--- config.mk ---
export PLATFORM = sky130hd
export DESIGN_NAME = scrp_ctrl
export DESIGN_NICKNAME = d
export VERILOG_FILES = /design/src/design/scrp_pkg.sv /design/src/design/scrp_ctrl.sv
export SDC_FILE = /design/constraint.sdc
export NUM_CORES = 1
export LEC_CHECK = 0
export ABC_CLOCK_PERIOD_IN_PS = 3100
export BUFFER_PORTS_ARGS = -buffer_cell sky130_fd_sc_hd__buf_2
export CORE_ASPECT_RATIO = 0.9
export CORE_MARGIN = 1.5
export CORE_UTILIZATION = 40
export DETAILED_ROUTE_END_ITERATION = 6
export RECOVER_POWER = 100
export SYNTH_ARGS = -nofsm -noshare
export SYNTH_HDL_FRONTEND = slang
export SYNTH_SLANG_ARGS = --single-unit
--- constraint.sdc ---
create_clock -name mclk_i -period 3.1 [get_ports mclk_i]
set_clock_uncertainty 0.2 [all_clocks]
set_input_delay 0.62 -clock mclk_i [delete_from_list [all_inputs] [get_ports mclk_i]]
set_output_delay 0.62 -clock mclk_i [all_outputs]
set_load 0.02 [all_outputs]
--- src/design/scrp_pkg.sv ---
// constants and types shared by the sensor clock, reset and pll control block
package scrp_pkg;

    // ---------------------------------------------------------------
    // writable register map
    // ---------------------------------------------------------------
    localparam int SCRP_NREG = 39;

    localparam logic [15:0] SCRP_ADDR [SCRP_NREG] = '{
        16'h0100, 16'h0300, 16'h0301, 16'h0302, 16'h0303, 16'h0304, 16'h0305,
        16'h0306, 16'h0308, 16'h0309, 16'h030a, 16'h3009, 16'h300c, 16'h300d,
        16'h300e, 16'h300f, 16'h3010, 16'h3011, 16'h3012, 16'h3013, 16'h3014,
        16'h3015, 16'h3016, 16'h3017, 16'h3018, 16'h3019, 16'h301a, 16'h301b,
        16'h301c, 16'h301d, 16'h301e, 16'h301f, 16'h3020, 16'h3610, 16'h3611,
        16'h3612, 16'h3613, 16'h3614, 16'h3615
    };

    localparam logic [7:0] SCRP_RST [SCRP_NREG] = '{
        8'h00, 8'h00, 8'h00, 8'h2a, 8'h00, 8'h03, 8'h01,
        8'h01, 8'h00, 8'h01, 8'h00, 8'h06, 8'h20, 8'h15,
        8'h00, 8'h11, 8'h00, 8'h74, 8'h41, 8'h00, 8'h00,
        8'h00, 8'hf0, 8'hf0, 8'hf0, 8'hf0, 8'hf0, 8'hb4,
        8'h01, 8'h02, 8'h00, 8'h03, 8'h00, 8'h00, 8'h10,
        8'h23, 8'h33, 8'h28, 8'h1c
    };

    // indices into the map above
    localparam int SCRP_I_MODE = 0;
    localparam int SCRP_I_PA_PREDIV = 1;
    localparam int SCRP_I_PA_MULT_HI = 2;
    localparam int SCRP_I_PA_MULT_LO = 3;
    localparam int SCRP_I_PA_POST = 4;
    localparam int SCRP_I_PA_SERIAL = 5;
    localparam int SCRP_I_PA_SYS_PRE = 6;
    localparam int SCRP_I_PA_SYS = 7;
    localparam int SCRP_I_PA_BYPASS = 8;
    localparam int SCRP_I_PA_XPRE = 10;
    localparam int SCRP_I_BUS_ADDR = 12;
    localparam int SCRP_I_SER_CFG = 15;
    localparam int SCRP_I_LANE = 18;
    localparam int SCRP_I_CLK_SEL = 30;
    localparam int SCRP_I_LOW_PWR = 32;
    localparam int SCRP_I_PB_IN = 34;
    localparam int SCRP_I_PB_SYS = 35;
    localparam int SCRP_I_PB_RAM_DAC = 36;
    localparam int SCRP_I_PB_MULT_LO = 37;
    localparam int SCRP_I_PB_PUMP = 38;

    // ---------------------------------------------------------------
    // other addresses
    // ---------------------------------------------------------------
    localparam logic [15:0] SCRP_A_SOFT_RST = 16'h0103;
    localparam logic [15:0] SCRP_A_PART_HI = 16'h300a;
    localparam logic [15:0] SCRP_A_PART_LO = 16'h300b;
    localparam logic [15:0] SCRP_A_REV = 16'h302a;
    localparam logic [15:0] SCRP_A_PIN0 = 16'h303d;
    localparam logic [15:0] SCRP_A_PIN1 = 16'h303e;
    localparam logic [7:0] SCRP_DEV_ALT = 8'h6c;

    // ---------------------------------------------------------------
    // single-bit field positions
    // ---------------------------------------------------------------
    localparam int SCRP_B_STREAM = 0;
    localparam int SCRP_B_SOFT_RST = 0;
    localparam int SCRP_B_PA_SKIP = 0;
    localparam int SCRP_B_PA_SYS = 0;
    localparam int SCRP_B_PA_XPRE = 0;
    localparam int SCRP_B_HS_PD = 2;
    localparam int SCRP_B_LP_PD = 1;
    localparam int SCRP_B_STB_PART = 4;
    localparam int SCRP_B_PB_SKIP = 7;
    localparam int SCRP_B_PB_XPRE = 3;
    localparam int SCRP_B_PUMP_PD = 7;

    // serial bus slave states
    typedef enum logic [2:0] {
        SCRP_IDLE,
        SCRP_RX,
        SCRP_ACK,
        SCRP_TX,
        SCRP_MACK
    } scrp_state_t;

endpackage

--- src/design/scrp_ctrl.sv ---
// sensor system control: serial register slave, pll divider decode, standby resets
module scrp_ctrl
    import scrp_pkg::*;
#(
    parameter logic [7:0] PART_HI = 8'h11, // arbitrary value
    parameter logic [7:0] PART_LO = 8'h22, // arbitrary value
    parameter logic [7:0] REVISION = 8'h01 // arbitrary value
)
(
    // clock and reset
    input wire logic mclk_i,
    input wire logic resetn_i,
    // two-wire serial control bus
    input wire logic scl_i,
    input wire logic sda_i,
    output logic sda_o,
    output logic sda_oen_o,
    input wire logic addr_select_pin_i,
    // pin levels shown in status registers
    input wire logic [7:0] pin_status0_i,
    input wire logic [7:0] pin_status1_i,
    // run state and standby resets
    output logic streaming_o,
    output logic core_rst_n_o,
    output logic other_rst_n_o,
    // serial output configuration
    output logic [3:0] word_bits_o,
    output logic [3:0] lane_en_o,
    output logic hs_tx_powerdown_o,
    output logic lp_rx_powerdown_o,
    // pll a settings, fractional ratios in half steps
    output logic pll_a_skip_o,
    output logic [4:0] pll_a_input_prediv_x2_o,
    output logic [1:0] pll_a_extra_prediv_o,
    output logic [4:0] pll_a_post_div_o,
    output logic [9:0] pll_a_loop_mult_o,
    output logic [3:0] pll_a_serial_clk_div_o,
    output logic [2:0] pll_a_sys_prediv_o,
    output logic [1:0] pll_a_sys_div_o,
    // pll b settings, fractional ratios in half steps
    output logic pll_b_skip_o,
    output logic [4:0] pll_b_input_prediv_x2_o,
    output logic [1:0] pll_b_extra_prediv_o,
    output logic [3:0] pll_b_sys_div_x2_o,
    output logic [4:0] pll_b_sys_prediv_o,
    output logic [4:0] pll_b_ram_clk_div_o,
    output logic [4:0] pll_b_dac_clk_div_o,
    output logic [9:0] pll_b_loop_mult_o,
    // charge pump and clock source
    output logic [3:0] pump_n_div_o,
    output logic [3:0] pump_p_div_o,
    output logic pump_powerdown_o,
    output logic sysclk_from_b_o
);

    // ---------------------------------------------------------------
    // decode functions
    // ---------------------------------------------------------------
    // input pre-divider ratio times two
    function automatic logic [4:0] prediv_x2(input logic [2:0] code);
        logic [4:0] r;
        case (code)
            3'h0: r = 5'h02;
            3'h1: r = 5'h03;
            3'h2: r = 5'h04;
            3'h3: r = 5'h05;
            3'h4: r = 5'h06;
            3'h5: r = 5'h08;
            3'h6: r = 5'h0c;
            default: r = 5'h10;
        endcase
        return r;
    endfunction

    // charge pump divider ratio
    function automatic logic [3:0] pump_div(input logic [1:0] code);
        logic [3:0] r;
        case (code)
            2'h0: r = 4'h2;
            2'h1: r = 4'h3;
            2'h2: r = 4'h4;
            default: r = 4'h8;
        endcase
        return r;
    endfunction

    // ---------------------------------------------------------------
    // bus line sampling
    // ---------------------------------------------------------------
    logic scl_reg;
    logic sda_reg;
    logic scl_rise;
    logic scl_fall;
    logic bus_start;
    logic bus_stop;

    always_ff @(posedge mclk_i or negedge resetn_i)
    begin
        if (!resetn_i)
        begin
            scl_reg <= 1'b1;
            sda_reg <= 1'b1;
        end
        else
        begin
            scl_reg <= scl_i;
            sda_reg <= sda_i;
        end
    end

    // edges and bus conditions
    assign scl_rise = scl_i & ~scl_reg;
    assign scl_fall = ~scl_i & scl_reg;
    assign bus_start = scl_i & scl_reg & sda_reg & ~sda_i;
    assign bus_stop = scl_i & scl_reg & ~sda_reg & sda_i;

    // ---------------------------------------------------------------
    // register file
    // ---------------------------------------------------------------
    logic [7:0] cfg_reg [SCRP_NREG];
    logic wr_stb_reg;
    logic [15:0] wr_addr_reg;
    logic [7:0] wr_data_reg;
    logic soft_rst;

    // software reset restores every default
    assign soft_rst = wr_stb_reg && (wr_addr_reg == SCRP_A_SOFT_RST) && wr_data_reg[SCRP_B_SOFT_RST];

    genvar g;
    generate
        for (g = 0; g < SCRP_NREG; g++)
        begin : gen_reg
            always_ff @(posedge mclk_i or negedge resetn_i)
            begin
                if (!resetn_i)
                    cfg_reg[g] <= SCRP_RST[g];
                else if (soft_rst)
                    cfg_reg[g] <= SCRP_RST[g];
                else if (wr_stb_reg && wr_addr_reg == SCRP_ADDR[g])
                    cfg_reg[g] <= wr_data_reg;
            end
        end
    endgenerate

    // read data for the current pointer
    logic [15:0] ptr_reg;
    logic [7:0] rd_map;
    logic [7:0] rd_data;

    always_comb
    begin
        rd_map = 8'h00;
        for (int i = 0; i < SCRP_NREG; i++)
            if (ptr_reg == SCRP_ADDR[i])
                rd_map = cfg_reg[i];
    end

    assign rd_data = (ptr_reg == SCRP_A_PART_HI) ? PART_HI :
                     (ptr_reg == SCRP_A_PART_LO) ? PART_LO :
                     (ptr_reg == SCRP_A_REV) ? REVISION :
                     (ptr_reg == SCRP_A_PIN0) ? pin_status0_i :
                     (ptr_reg == SCRP_A_PIN1) ? pin_status1_i : rd_map;

    // ---------------------------------------------------------------
    // serial bus slave
    // ---------------------------------------------------------------
    scrp_state_t state_reg;
    logic [7:0] shift_reg;
    logic [3:0] bit_cnt_reg;
    logic [1:0] phase_reg;
    logic read_reg;
    logic drive_reg;
    logic nack_reg;
    logic [7:0] dev_addr;
    logic addr_match;

    // write address chosen by the select pin
    assign dev_addr = addr_select_pin_i ? SCRP_DEV_ALT : cfg_reg[SCRP_I_BUS_ADDR];
    assign addr_match = shift_reg[7:1] == dev_addr[7:1];

    always_ff @(posedge mclk_i or negedge resetn_i)
    begin
        if (!resetn_i)
        begin
            state_reg <= SCRP_IDLE;
            shift_reg <= 8'h00;
            bit_cnt_reg <= 4'h0;
            phase_reg <= 2'h0;
            read_reg <= 1'b0;
            drive_reg <= 1'b0;
            nack_reg <= 1'b0;
            ptr_reg <= 16'h0000;
            wr_stb_reg <= 1'b0;
            wr_addr_reg <= 16'h0000;
            wr_data_reg <= 8'h00;
        end
        else
        begin
            wr_stb_reg <= 1'b0;
            if (bus_start)
            begin
                state_reg <= SCRP_RX;
                bit_cnt_reg <= 4'h0;
                phase_reg <= 2'h0;
                drive_reg <= 1'b0;
            end
            else if (bus_stop)
            begin
                state_reg <= SCRP_IDLE;
                drive_reg <= 1'b0;
            end
            else
            begin
                case (state_reg)
                    SCRP_RX:
                    begin
                        if (scl_rise)
                        begin
                            shift_reg <= {shift_reg[6:0], sda_i};
                            bit_cnt_reg <= bit_cnt_reg + 4'h1;
                        end
                        else if (scl_fall && bit_cnt_reg == 4'h8)
                        begin
                            state_reg <= SCRP_ACK;
                            drive_reg <= 1'b1;
                            case (phase_reg)
                                2'h0:
                                begin
                                    read_reg <= shift_reg[0];
                                    if (!addr_match)
                                    begin
                                        state_reg <= SCRP_IDLE;
                                        drive_reg <= 1'b0;
                                    end
                                end
                                2'h1: ptr_reg[15:8] <= shift_reg;
                                2'h2: ptr_reg[7:0] <= shift_reg;
                                default:
                                begin
                                    wr_stb_reg <= 1'b1;
                                    wr_addr_reg <= ptr_reg;
                                    wr_data_reg <= shift_reg;
                                    ptr_reg <= ptr_reg + 16'h0001;
                                end
                            endcase
                        end
                    end
                    SCRP_ACK:
                    begin
                        if (scl_fall)
                        begin
                            bit_cnt_reg <= 4'h0;
                            if (read_reg && phase_reg == 2'h0)
                            begin
                                state_reg <= SCRP_TX;
                                shift_reg <= rd_data;
                                drive_reg <= ~rd_data[7];
                                ptr_reg <= ptr_reg + 16'h0001;
                            end
                            else
                            begin
                                state_reg <= SCRP_RX;
                                drive_reg <= 1'b0;
                                if (phase_reg != 2'h3)
                                    phase_reg <= phase_reg + 2'h1;
                            end
                        end
                    end
                    SCRP_TX:
                    begin
                        if (scl_rise)
                            bit_cnt_reg <= bit_cnt_reg + 4'h1;
                        else if (scl_fall && bit_cnt_reg == 4'h8)
                        begin
                            state_reg <= SCRP_MACK;
                            drive_reg <= 1'b0;
                        end
                        else if (scl_fall)
                        begin
                            shift_reg <= {shift_reg[6:0], 1'b0};
                            drive_reg <= ~shift_reg[6];
                        end
                    end
                    SCRP_MACK:
                    begin
                        if (scl_rise)
                            nack_reg <= sda_i;
                        else if (scl_fall && nack_reg)
                            state_reg <= SCRP_IDLE;
                        else if (scl_fall)
                        begin
                            state_reg <= SCRP_TX;
                            bit_cnt_reg <= 4'h0;
                            shift_reg <= rd_data;
                            drive_reg <= ~rd_data[7];
                            ptr_reg <= ptr_reg + 16'h0001;
                        end
                    end
                    default:
                    begin
                        state_reg <= SCRP_IDLE;
                        drive_reg <= 1'b0;
                    end
                endcase
            end
        end
    end

    // open-drain data line, only ever pulled low
    assign sda_o = 1'b0;
    assign sda_oen_o = ~drive_reg;

    // ---------------------------------------------------------------
    // field decode
    // ---------------------------------------------------------------
    logic standby;
    logic [3:0] word_bits;
    logic [3:0] lane_en;
    logic [3:0] pb_sys_x2;
    logic [7:0] pa_pre;
    logic [7:0] pb_in;
    logic [7:0] pb_sys;
    logic [7:0] pb_rd;
    logic [7:0] pb_pump;

    assign standby = ~cfg_reg[SCRP_I_MODE][SCRP_B_STREAM];
    assign pa_pre = cfg_reg[SCRP_I_PA_PREDIV];
    assign pb_in = cfg_reg[SCRP_I_PB_IN];
    assign pb_sys = cfg_reg[SCRP_I_PB_SYS];
    assign pb_rd = cfg_reg[SCRP_I_PB_RAM_DAC];
    assign pb_pump = cfg_reg[SCRP_I_PB_PUMP];

    // word width, reserved code shows zero
    assign word_bits = (cfg_reg[SCRP_I_SER_CFG][1:0] == 2'h0) ? 4'h8 :
                       (cfg_reg[SCRP_I_SER_CFG][1:0] == 2'h1) ? 4'ha :
                       (cfg_reg[SCRP_I_SER_CFG][1:0] == 2'h2) ? 4'hc : 4'h0;

    // lane enables, undefined codes enable nothing
    assign lane_en = (cfg_reg[SCRP_I_LANE][7:4] == 4'h1) ? 4'h1 :
                     (cfg_reg[SCRP_I_LANE][7:4] == 4'h2) ? 4'h3 :
                     (cfg_reg[SCRP_I_LANE][7:4] == 4'h4) ? 4'hf : 4'h0;

    // pll b system divider in half steps
    assign pb_sys_x2 = (pb_sys[6:4] == 3'h7) ? 4'ha : 4'({1'b0, pb_sys[6:4]} + 4'h2);

    // ---------------------------------------------------------------
    // registered control outputs
    // ---------------------------------------------------------------
    always_ff @(posedge mclk_i or negedge resetn_i)
    begin
        if (!resetn_i)
        begin
            streaming_o <= 1'b0;
            core_rst_n_o <= 1'b0;
            other_rst_n_o <= 1'b0;
            word_bits_o <= 4'h0;
            lane_en_o <= 4'h0;
            hs_tx_powerdown_o <= 1'b0;
            lp_rx_powerdown_o <= 1'b0;
            pll_a_skip_o <= 1'b0;
            pll_a_input_prediv_x2_o <= 5'h02;
            pll_a_extra_prediv_o <= 2'h1;
            pll_a_post_div_o <= 5'h01;
            pll_a_loop_mult_o <= 10'h000;
            pll_a_serial_clk_div_o <= 4'h4;
            pll_a_sys_prediv_o <= 3'h3;
            pll_a_sys_div_o <= 2'h1;
            pll_b_skip_o <= 1'b0;
            pll_b_input_prediv_x2_o <= 5'h02;
            pll_b_extra_prediv_o <= 2'h1;
            pll_b_sys_div_x2_o <= 4'h2;
            pll_b_sys_prediv_o <= 5'h01;
            pll_b_ram_clk_div_o <= 5'h01;
            pll_b_dac_clk_div_o <= 5'h01;
            pll_b_loop_mult_o <= 10'h000;
            pump_n_div_o <= 4'h2;
            pump_p_div_o <= 4'h2;
            pump_powerdown_o <= 1'b0;
            sysclk_from_b_o <= 1'b0;
        end
        else
        begin
            streaming_o <= ~standby;
            core_rst_n_o <= ~standby;
            other_rst_n_o <= ~(standby & ~cfg_reg[SCRP_I_LOW_PWR][SCRP_B_STB_PART]);
            word_bits_o <= word_bits;
            lane_en_o <= lane_en;
            hs_tx_powerdown_o <= cfg_reg[SCRP_I_LANE][SCRP_B_HS_PD];
            lp_rx_powerdown_o <= cfg_reg[SCRP_I_LANE][SCRP_B_LP_PD];
            pll_a_skip_o <= cfg_reg[SCRP_I_PA_BYPASS][SCRP_B_PA_SKIP];
            pll_a_input_prediv_x2_o <= prediv_x2(pa_pre[2:0]);
            pll_a_extra_prediv_o <= cfg_reg[SCRP_I_PA_XPRE][SCRP_B_PA_XPRE] ? 2'h2 : 2'h1;
            pll_a_post_div_o <= {1'b0, cfg_reg[SCRP_I_PA_POST][3:0]} + 5'h01;
            pll_a_loop_mult_o <= {cfg_reg[SCRP_I_PA_MULT_HI][1:0], cfg_reg[SCRP_I_PA_MULT_LO]};
            pll_a_serial_clk_div_o <= (cfg_reg[SCRP_I_PA_SERIAL][1:0] == 2'h3) ? 4'h8 :
                                      4'({2'h0, cfg_reg[SCRP_I_PA_SERIAL][1:0]} + 4'h4);
            pll_a_sys_prediv_o <= 3'({1'b0, cfg_reg[SCRP_I_PA_SYS_PRE][1:0]} + 3'h3);
            pll_a_sys_div_o <= cfg_reg[SCRP_I_PA_SYS][SCRP_B_PA_SYS] ? 2'h2 : 2'h1;
            pll_b_skip_o <= pb_in[SCRP_B_PB_SKIP];
            pll_b_input_prediv_x2_o <= prediv_x2(pb_in[2:0]);
            pll_b_extra_prediv_o <= pb_in[SCRP_B_PB_XPRE] ? 2'h2 : 2'h1;
            pll_b_sys_div_x2_o <= pb_sys_x2;
            pll_b_sys_prediv_o <= {1'b0, pb_sys[3:0]} + 5'h01;
            pll_b_ram_clk_div_o <= {1'b0, pb_rd[7:4]} + 5'h01;
            pll_b_dac_clk_div_o <= {1'b0, pb_rd[3:0]} + 5'h01;
            pll_b_loop_mult_o <= {pb_pump[1:0], cfg_reg[SCRP_I_PB_MULT_LO]};
            pump_n_div_o <= pump_div(pb_pump[5:4]);
            pump_p_div_o <= pump_div(pb_pump[3:2]);
            pump_powerdown_o <= pb_sys[SCRP_B_PUMP_PD];
            sysclk_from_b_o <= cfg_reg[SCRP_I_CLK_SEL][7:5] != 3'h0;
        end
    end

endmodule

; After elaboration in Yosys (flattened, before gate mapping)
; Index checks and enable logic that the tools add are counted.
[word_totals]
inputBits = 21
mem_bits_ro = 0
memories = 0
latch_bits = 0
ramBits = 0
ff_bits = 466
output_inout_bits = 94
[classes]
n_bitwise = 22
n_lt_le_gt_ge = 0
shifts = 0
n_addsub = 10
n_div = 0
multipliers = 0
eq_ne = 144
n_reduce_logical = 110
mux = 206
[ops]
columns = operator, count
row1 = 8-bit two-way mux, 132
row2 = "16-bit by 14-bit == test with 1-bit output, second input constant", 61
row3 = "16-bit by 10-bit == test with 1-bit output, second input constant", 20
row4 = 16-bit two-way mux, 7
row5 = 2-bit nonzero test, 42
row6 = 5-bit one-hot mux with 7 select lines, 2
row7 = 4-bit two-way mux, 14
row8 = "16-bit by 9-bit == test with 1-bit output, second input constant", 3
row9 = 16-bit one-hot mux with 3 select lines, 1
row10 = 1-bit logical AND, 44
row11 = 4-bit one-hot mux with 3 select lines, 3
row12 = "2-bit inequality test, second input constant", 16
row13 = "4-bit inequality test, second input constant", 8
row14 = 8-bit one-hot mux with 2 select lines, 2
row15 = 8-bit one-hot mux with 4 select lines, 1
row16 = 3-bit two-way mux, 10
row17 = "3-bit == test, second input constant", 8
row18 = 2-bit two-way mux, 12
row19 = 11-bit AND reduction, 2
row20 = "4-bit by 1-bit adder with 5-bit output, second input constant", 4
row21 = 1-bit two-way mux, 20
row22 = "3-bit by 2-bit == test with 1-bit output, second input constant", 6
row23 = "16-bit by 1-bit adder with 16-bit output, second input constant", 1
row24 = 1-bit inverter, 14
row25 = 31 further kinds, 59

; Logic depth before layout (Yosys ltp)
; Gate-level depths: netlist of the first run.
[logic_depth]
depth_word = 52
ltp_mapped = 13

; Worst setup path before layout of the first run
; No wires, ideal clock.
[synth_timing]
kind = register to register
from = register ptr_reg[0]
to = register shift_reg[7]
path_buffers = 1
arrival_ps = 2740
stages_incl_launch_ff = 12
setup_slack_ps = 70
cell_sequence = dfrtp_1 -> inv_1 -> ha_1 -> buf_2 -> nand4b_1 -> nor4_1 -> a22oi_1 -> o211ai_2 -> or3_1 -> o221ai_1 -> a21o_1 -> o221ai_1
[synth_via]
elab_chain_len = 49
[synth_rtl]
columns = element, line_no
row1 = start: declaration, scrp_ctrl.sv:146  ; logic [15:0] ptr_reg;
row2 = start signal: assignment, scrp_ctrl.sv:237  ; 2'h2: ptr_reg[7:0] <= shift_reg;
row3 = start signal: assignment, scrp_ctrl.sv:243  ; ptr_reg <= ptr_reg + 16'h0001;
row4 = start signal: assignment, scrp_ctrl.sv:258  ; ptr_reg <= ptr_reg + 16'h0001;
row5 = 16-bit by 9-bit == test with 1-bit output, scrp_ctrl.sv:154  ; if (ptr_reg == SCRP_ADDR[i])
row6 = 8-bit two-way mux (39 in series), scrp_ctrl.sv:154
row7 = 8-bit two-way mux, scrp_ctrl.sv:162  ; (ptr_reg == SCRP_A_PIN1) ? pin_status1_i : rd_map;
row8 = 8-bit two-way mux, scrp_ctrl.sv:161  ; (ptr_reg == SCRP_A_PIN0) ? pin_status0_i :
row9 = 8-bit two-way mux, scrp_ctrl.sv:160  ; (ptr_reg == SCRP_A_REV) ? REVISION :
row10 = 8-bit two-way mux, scrp_ctrl.sv:159  ; (ptr_reg == SCRP_A_PART_LO) ? PART_LO :
row11 = 8-bit two-way mux *, scrp_ctrl.sv:158  ; assign rd_data = (ptr_reg == SCRP_A_PART_HI) ? PART_HI :
row12 = 8-bit two-way mux, scrp_ctrl.sv:290  ; else if (scl_fall)
row13 = 8-bit two-way mux, scrp_ctrl.sv:288  ; else if (scl_fall && nack_reg)
row14 = 8-bit two-way mux, scrp_ctrl.sv:286  ; if (scl_rise)
row15 = 8-bit one-hot mux with 4 select lines *, scrp_ctrl.sv:214  ; case (state_reg)
row16 = end signal: assignment, scrp_ctrl.sv:219  ; shift_reg <= {shift_reg[6:0], sda_i};
row17 = end signal: assignment, scrp_ctrl.sv:280  ; shift_reg <= {shift_reg[6:0], 1'b0};
row18 = end signal: assignment, scrp_ctrl.sv:294  ; shift_reg <= rd_data;
row19 = end: declaration, scrp_ctrl.sv:168  ; logic [7:0] shift_reg;
; Mark *: on every way between the ends. The rest lies on a longest branch, timed or not. The select of a mux whose other input is x is not followed.
; A chain may end at the register's enable or synchronous reset.

; Worst setup path in the final report of the first run
[layout_timing]
from = register wr_addr_reg[2]
to = register cfg_reg[285] (netlist bit)
[layout_via]
elab_chain_len = 4
[layout_rtl]
columns = element, line_no
row1 = start: declaration, scrp_ctrl.sv:122  ; logic [15:0] wr_addr_reg;
row2 = start signal: assignment, scrp_ctrl.sv:241  ; wr_addr_reg <= ptr_reg;
row3 = 16-bit by 9-bit == test with 1-bit output, scrp_ctrl.sv:127  ; assign soft_rst = wr_stb_reg && (wr_addr_reg == SCRP_A_SOFT_RST) && wr_data_reg[SCRP_B_SOFT_RST];
row4 = 1-bit logical AND (2 in series), scrp_ctrl.sv:127
row5 = 8-bit two-way mux or 2-bit nonzero test (tied branches), n/a
row6 = end signal: indexed assignment, scrp_ctrl.sv:136  ; cfg_reg[g] <= SCRP_RST[g];
row7 = end signal: indexed assignment, scrp_ctrl.sv:138  ; cfg_reg[g] <= SCRP_RST[g];
row8 = end signal: indexed assignment, scrp_ctrl.sv:140  ; cfg_reg[g] <= wr_data_reg;
row9 = end: declaration, scrp_ctrl.sv:120  ; logic [7:0] cfg_reg [SCRP_NREG];
; Several ways; a longest one is shown, not always the timed one.

==> metrics, run 1 <==
1st-pass router iterations 6; RD Place Congestion 1.067; ranking of synthesized cells by area dfrtp_1, mux2i_1, dfstp_2; RSZ-0062 raised after global routing true; synth cell count leaders dfrtp_1, nor2_1, nand2_1; die width 264.1 um; Port Buffer Count 112; max-slew violations 52; TritonCTS Sinks 464; initial antenna violation count 1; Core Area 0.06020 mm2; Startpoint Class flop; Worst-Skew Late Latency 620 ps; Clock Tree Buf Depth 3; Worst-path clk slew 70 ps; Yosys reg bits 464; placed cell area 0.02947 mm2; Post-synth EDFFs 0; max cap viols 1; Hold Path Class flop to flop; Detailed Route Iter0 Violations 2961; Post-Syn Instances 2635; worst reg-to-reg setup slack -270 ps; final setup violation count 172; worst-margin pin slew 1580 ps; post-DR vias/cell 6.087; Routed wire per std cell 26.59 um; Final nets 3203; Tcrit/Tclk final 1.088; Die Area 0.06286 mm2; Syn Area/Cell 9.315 um2; all-layer global routing usage 0.3351; Largest register FFs 272; reg-to-reg endpoint cfg_reg[285]; final worst setup slack -272.8 ps; Post-route DRC 0; Final Instance Area 0.03309 mm2; Crit. End Element flop; hold depth 0; I/O pins 115; first-pass GRT wire length 157.6 mm; Worst Hold Path EP pll_b_loop_mult_o[4]; Reg2Reg Depth 8; Yosys Warn Count 0; post-synthesis cell area 0.02455 mm2; critical-path maximum fanout 49; required time worst endpoint 3420 ps; final WL 106.2 mm; largest net degree at the start of global routing 102; CTS tree done; Static Leak 0.01445 uW; Power Dens Cells 615.8 mW/mm2; DRT antenna net count 0; outcome finished with violations; Netlist cell types 92; Final Hold Viols 0; clock root buffer clkbuf_16; failing checks max-capacitance violations, max-slew violations, negative setup slack; async set-reset flop share out of synthesis 1.000; layout cells sized above 1 0.2988; Critical Path AT 3690 ps; peak supply drop 0.5573 mV; fmax 296.5 MHz; Initial Utilization 0.4078; ys flop type dfrtp_1; largest area contributor in the netlist dfrtp_1; hold_sp cfg_reg[12]; WS Path Type flop to flop; P&R area growth vs syn 34.80%; sequential fraction of the synthesis area 0.4771; Diodes inserted 0; vias in the first global route 23540; DIE HEIGHT 238.0 um; count leader, synth dfrtp_1; setup_tns -16350 ps; RR Startpoint wr_addr_reg[2]; HPWL Detailed 77.73 mm; Vias 24300; Num CTS Buffers 51; Rel. slew slack -0.05324; H-tree Lvls 2; cell row count 85; top cell type's share of synthesized area 0.3915; minimum clock period 3373 ps; grt ovf 0
==> layout by cell type (no fill, tap or decap), drive strengths merged, types with 11 or more instances in the layout <==
cell type    n
a221oi      23
a21oi      155
nor4        56
nor2       317
dfstp       80
dfrtp      384
clkinv      12
a221o       11
buf        565
a22oi       22
a211oi      21
ha          16
and3        18
o22ai       21
nand2b      20
nand3       74
nand2      313
nor3        63
or3         11
clkbuf     181
nand4       53
mux2i      219
o211ai      21
o21ai      194
nor2b       17
a31oi       21
o221ai      23
and2        12
o2111ai     17
nand3b      13
inv         56
==> cells by family (layout without fill, tap and decap cells) <==
family / after synthesis / count (layout) / share of synthesized area
multiplexers: 223 / 223 / 0.09114
flip-flops: 464 / 464 / 0.4771
adder cells (fa/ha/maj): 16 / 16 / 0.008156
buffers and inverters: 261 / 834 / 0.04379
XOR/XNOR: 16 / 16 / 0.005709
AND/OR/NAND/NOR: 1038 / 1038 / 0.2141
other: 1 / 2 / 0.0001528
AO/OA/AOI/OAI: 616 / 616 / 0.1599
==> final cells by class <==
class | count | area (um2)
Fill cell | 5482 | 27110
Sequential cell | 464 | 11730
Timing Repair Buffer | 685 | 5254
Inverter | 53 | 201.4
Clock inverter | 32 | 467.9
Multi-Input combinational cell | 1911 | 13040
Clock buffer | 64 | 1418
Tap cell | 783 | 979.7
==> critical path, cell delays in order, from the launching register on <==
cell      delay (ps)
dfrtp_1          390
nor2_1           450
nand3_1          390
clkbuf_1         220
nor2_1           200
clkbuf_2         530
nand2_1          320
buf_12           250
o211ai_1         190
==> report_power, final <==
part / internal [uW] / switching [uW] / leakage, uW
logic: 2960 / 4050 / 0.00739
clock network: 4110 / 2710 / 0.000907
registers: 6210 / 324 / 0.00615
total: 13300 / 7090 / 0.0145
==> layer usage <==
metal	routed length, um	up-vias	track usage
met5	0	-	0
met2	44550	1234	0.4878
met4	4374	0	0.1198
met1	47780	12250	0.5038
met3	9451	217	0.04902
li1	-	10600	-
==> metrics by stage <==
step / utilization / power (uW) / worst slack [ps] / cells / hold slack, ps
finish: 0.5497 / 20380 / -272.8 / 3992 / 214.1
detailed placement: 0.4895 / 12470 / -589.0 / 3831 / 201.7
global route: 0.5497 / 21020 / -212.4 / 3992 / 229.8
global placement: 0.4895 / 12460 / -498.7 / 3831 / 196.1
CTS: 0.5462 / 20030 / -71.36 / 3973 / 214.9
floorplan: - / 9195 / 69.72 / 2636 / 124.4
==> worst max path at each step <==
stage              startpoint           end  slack, ps  cells past startpoint
6_report       wr_addr_reg[2]  cfg_reg[285]       -270                      8
5_1_grt           ptr_reg[15]  shift_reg[1]       -210                     13
3_5_place_dp       ptr_reg[1]  shift_reg[0]       -590                     13
2_1_floorplan      ptr_reg[0]  shift_reg[7]         70                     11
4_1_cts            ptr_reg[5]  shift_reg[7]        -70                     11
3_3_place_gp       ptr_reg[1]  shift_reg[0]       -500                     13
==> repair_timing <==
action                                  CTS  global route
endpoints found under the hold margin    34             0
buffers inserted                         45            26
hold buffers                              3             0
resized for setup                       227            67
endpoints found under the setup margin    9            14
gates cloned                              1             1
pin swaps                                77            58
Power figures use the tool's default switching activity.
==> run 2: changes to the inputs <==
--- a/config.mk
+++ b/config.mk
@@ -5,6 +5,7 @@
 export SDC_FILE = /design/constraint.sdc
 export NUM_CORES = 1
 export LEC_CHECK = 0
+export ABC_AREA = 1
 export ABC_CLOCK_PERIOD_IN_PS = 3100
 export BUFFER_PORTS_ARGS = -buffer_cell sky130_fd_sc_hd__buf_2
 export CORE_ASPECT_RATIO = 0.9
==> metrics, run 2 <==
outcome finished with violations; failing checks max-capacitance violations, max-slew violations, negative setup slack; grt met2 use 0.4207 (-0.06708); layout cells sized above 1 0.1992 (-0.09961); Post-Layout Cell Count 4149 (+3.9%); Post-Synth Adder-Cell Area 0.008858 (+0.0007021); Initial Utilization 0.4057 (-0.002101); peak supply drop 0.5243 mV (-5.9%); Port Buffer Count 112 (unchanged); first-pass GRT wire length 122.9 mm (-22%); mux cell area share after synthesis 0.0008858 (-0.09026); post-DR vias/cell 5.146 (-15%); Startpoint Class flop; Static Leak 0.01435 uW (-0.71%); Post-synth EDFFs 0 (unchanged); XOR/XNOR Fraction of Synth Area 0.007751 (+0.002042); Core Area 0.05571 mm2 (-7.4%); total power 16410 uW (-19%); most used cell, CP nand2_1; sequential fraction of the synthesis area 0.5182 (+0.04107); Hold Path Class flop to flop; FF+latch area 0.01171 mm2 (-0.17%); largest area contributor in the netlist dfrtp_1; M3 GR Usage 0.05899 (+0.009971); largest net degree at the start of global routing 85 (-17%); WS Path Type flop to flop; DIE HEIGHT 228.5 um (-4.0%); RSZ-0062 raised after global routing true; Slowest Stage Delay on Critical Path 390 ps (-140 ps); global routing usage on met1 0.3923 (-0.1116); Rel. slew slack -0.05005 (+0.003189); Syn Area/Cell 7.845 um2 (-16%); max cap viols 1 (unchanged); placed instance count 4032 (+5.2%); synth cell count leaders nand2_1, inv_1, dfrtp_1; most frequent cells in the layout nand2_1, inv_1, dfrtp_1, o21ai_0, buf_4; 1st-pass router iterations 5 (-1); ranking of synthesized cells by area dfrtp_1, nand2_1, dfstp_2; Detailed Route Iter0 Violations 1775 (-40%); H-tree Lvls 2 (unchanged); commonest non-fill, non-tap cell in the layout nand2_1; final setup violation count 196 (+14%); Num CTS Buffers 51 (unchanged); Routed wire per std cell 19.36 um (-27%); Netlist cell types 61 (-34%); DP Worst Slack -1737 ps (-1148 ps); Worst-path clk slew 60 ps (about the same); I/O pins 115 (unchanged); Power Dens Cells 573.5 mW/mm2 (-6.9%); CTS tree done; cell row count 82 (-3.5%); Synth Area in Simple Gates 0.2307 (+0.01666); ys flop type dfrtp_1; critical-path maximum fanout 4 (-92%); GR peak layer met2; Yosys Warn Count 0 (unchanged); minimum clock period 4742 ps (+1370 ps); Crit. End Element flop; Yosys reg bits 464 (unchanged); fmax 210.9 MHz (-29%); Vias 21350 (-12%); Diodes inserted 0 (unchanged); Largest register FFs 272 (unchanged); required time worst endpoint 3440 ps (+20 ps); clock root buffer clkbuf_16; HPWL Detailed 60.20 mm (-23%); count leader, synth nand2_1; Multi-input gate area 0.009148 mm2 (-30%); async set-reset flop share out of synthesis 1.000 (unchanged); DRT antenna net count 0 (unchanged); RD Place Congestion 1.029 (-3.6%); number of fill cells 5414 (-1.2%); Synth Area in Compound Gates 0.1402 (-0.01962); Critical Path AT 5080 ps (+1390 ps); Worst-Skew Late Latency 610 ps (about the same); top cell type's share of synthesized area 0.4252 (+0.03370); hold_ws 182.5 ps (-31.62 ps); die width 253.6 um (-4.0%); initial antenna violation count 1 (unchanged); all-layer global routing usage 0.2788 (-0.05622); P&R area growth vs syn 26.58%; worst-margin pin slew 1575 ps (-4.784 ps); Final Hold Viols 0 (unchanged); post-synthesis cell area 0.02260 mm2 (-7.9%); TritonCTS Sinks 464 (unchanged); final WL 80.34 mm (-24%); Tcrit/Tclk final 1.530 (+0.4418); Post-Syn Instances 2881 (+9.3%); largest family of logic cells by synthesized area simple AND/OR/NAND/NOR gates; Final nets 3387 (+5.7%); Post-route DRC 0 (unchanged); Clock Tree Buf Depth 3 (unchanged); Die Area 0.05794 mm2 (-7.8%); CP max-delay cell dfrtp_1; max-slew violations 59 (+13%); grt ovf 0 (unchanged); final worst setup slack -1642 ps (-1370 ps); vias in the first global route 20920 (-11%)
run 2: changes by cell type after synthesis, sizes merged, moves of 26 or more:
cell,change
buf,-32
nor4,-50
nand2,+575
nor2,-150
a21oi,-114
inv,+425
clkbuf,-113
mux2i,-217
nand4,-26
o22ai,+96
o21ai,+172
nand3,+31
run 2: routing by layer:
metal	share of wire	routed length, um
met2	0.44	35050
met5	0.00016	13
met3	0.078	6285
met4	0.037	2964
met1	0.45	36030
run 2: per-stage QoR:
stage	setup TNS [ps]	util	area, um2
after floorplan	-5629	-	22640
after global placement	-13980	0.4798	26730
after detailed placement	-14380	0.4798	26730
after CTS	-13750	0.5167	28790
after global routing	-77210	0.5135	28610
final	-38130	0.5135	28610
run 2: worst max-delay path: cells and delay by family, from the launching register on:
family                     cells  cell delay [ps]
and+or+nand+nor               43             2990
AOI/OAI and AO/OA              6              690
DFF                            1              390
buffers and inverters          3              280
adders and majority gates      1              140
run 2: final timing paths:
kind                       depth (start not counted)  slack [ps]   startpoint                          to
min reg2reg                                        0         180  cfg_reg[15]        pll_b_loop_mult_o[7]
max reg2reg                                       53       -1640   ptr_reg[1]                shift_reg[1]
min in group asynchronous                          2         750     resetn_i  pll_a_input_prediv_x2_o[2]
min                                                0         180  cfg_reg[15]        pll_b_loop_mult_o[7]
max in group asynchronous                          4         120     resetn_i                cfg_reg[173]
max                                               53       -1640   ptr_reg[1]                shift_reg[1]
run 2: repair_timing:
| item | CTS | global route |
|---|---|---|
| gates resized for setup | 55 | 57 |
| setup endpoints to repair | 9 | 12 |
| setup buffers | 12 | 7 |
| pin swaps | 47 | 71 |
| hold buffers | 3 | 0 |
| cloned | 0 | 0 |
| hold endpoints to repair | 40 | 0 |
run 2: cells by family after synthesis:
group,Yosys count
fa+ha+maj,16
mux,2
buf+inv,546
compound gates,573
other cells,1
flops,464
xor+xnor,20
simple gates,1259
run 2: cell type report:
cell class                      instances  area share
Clock buffer                           71     0.05218
Multi-Input combinational cell       1872      0.3198
Inverter                              483     0.06368
Clock inverter                         25    0.009360
Sequential cell                       464      0.4094
Timing Repair Buffer                  478      0.1126
Tap cell                              756     0.03307
run 2: power breakdown:
group	internal (uW)	switching (uW)	total (uW)
clock network	3710	2620	6330
registers	6260	245	6510
logic	1310	2260	3570
total	11300	5120	16400
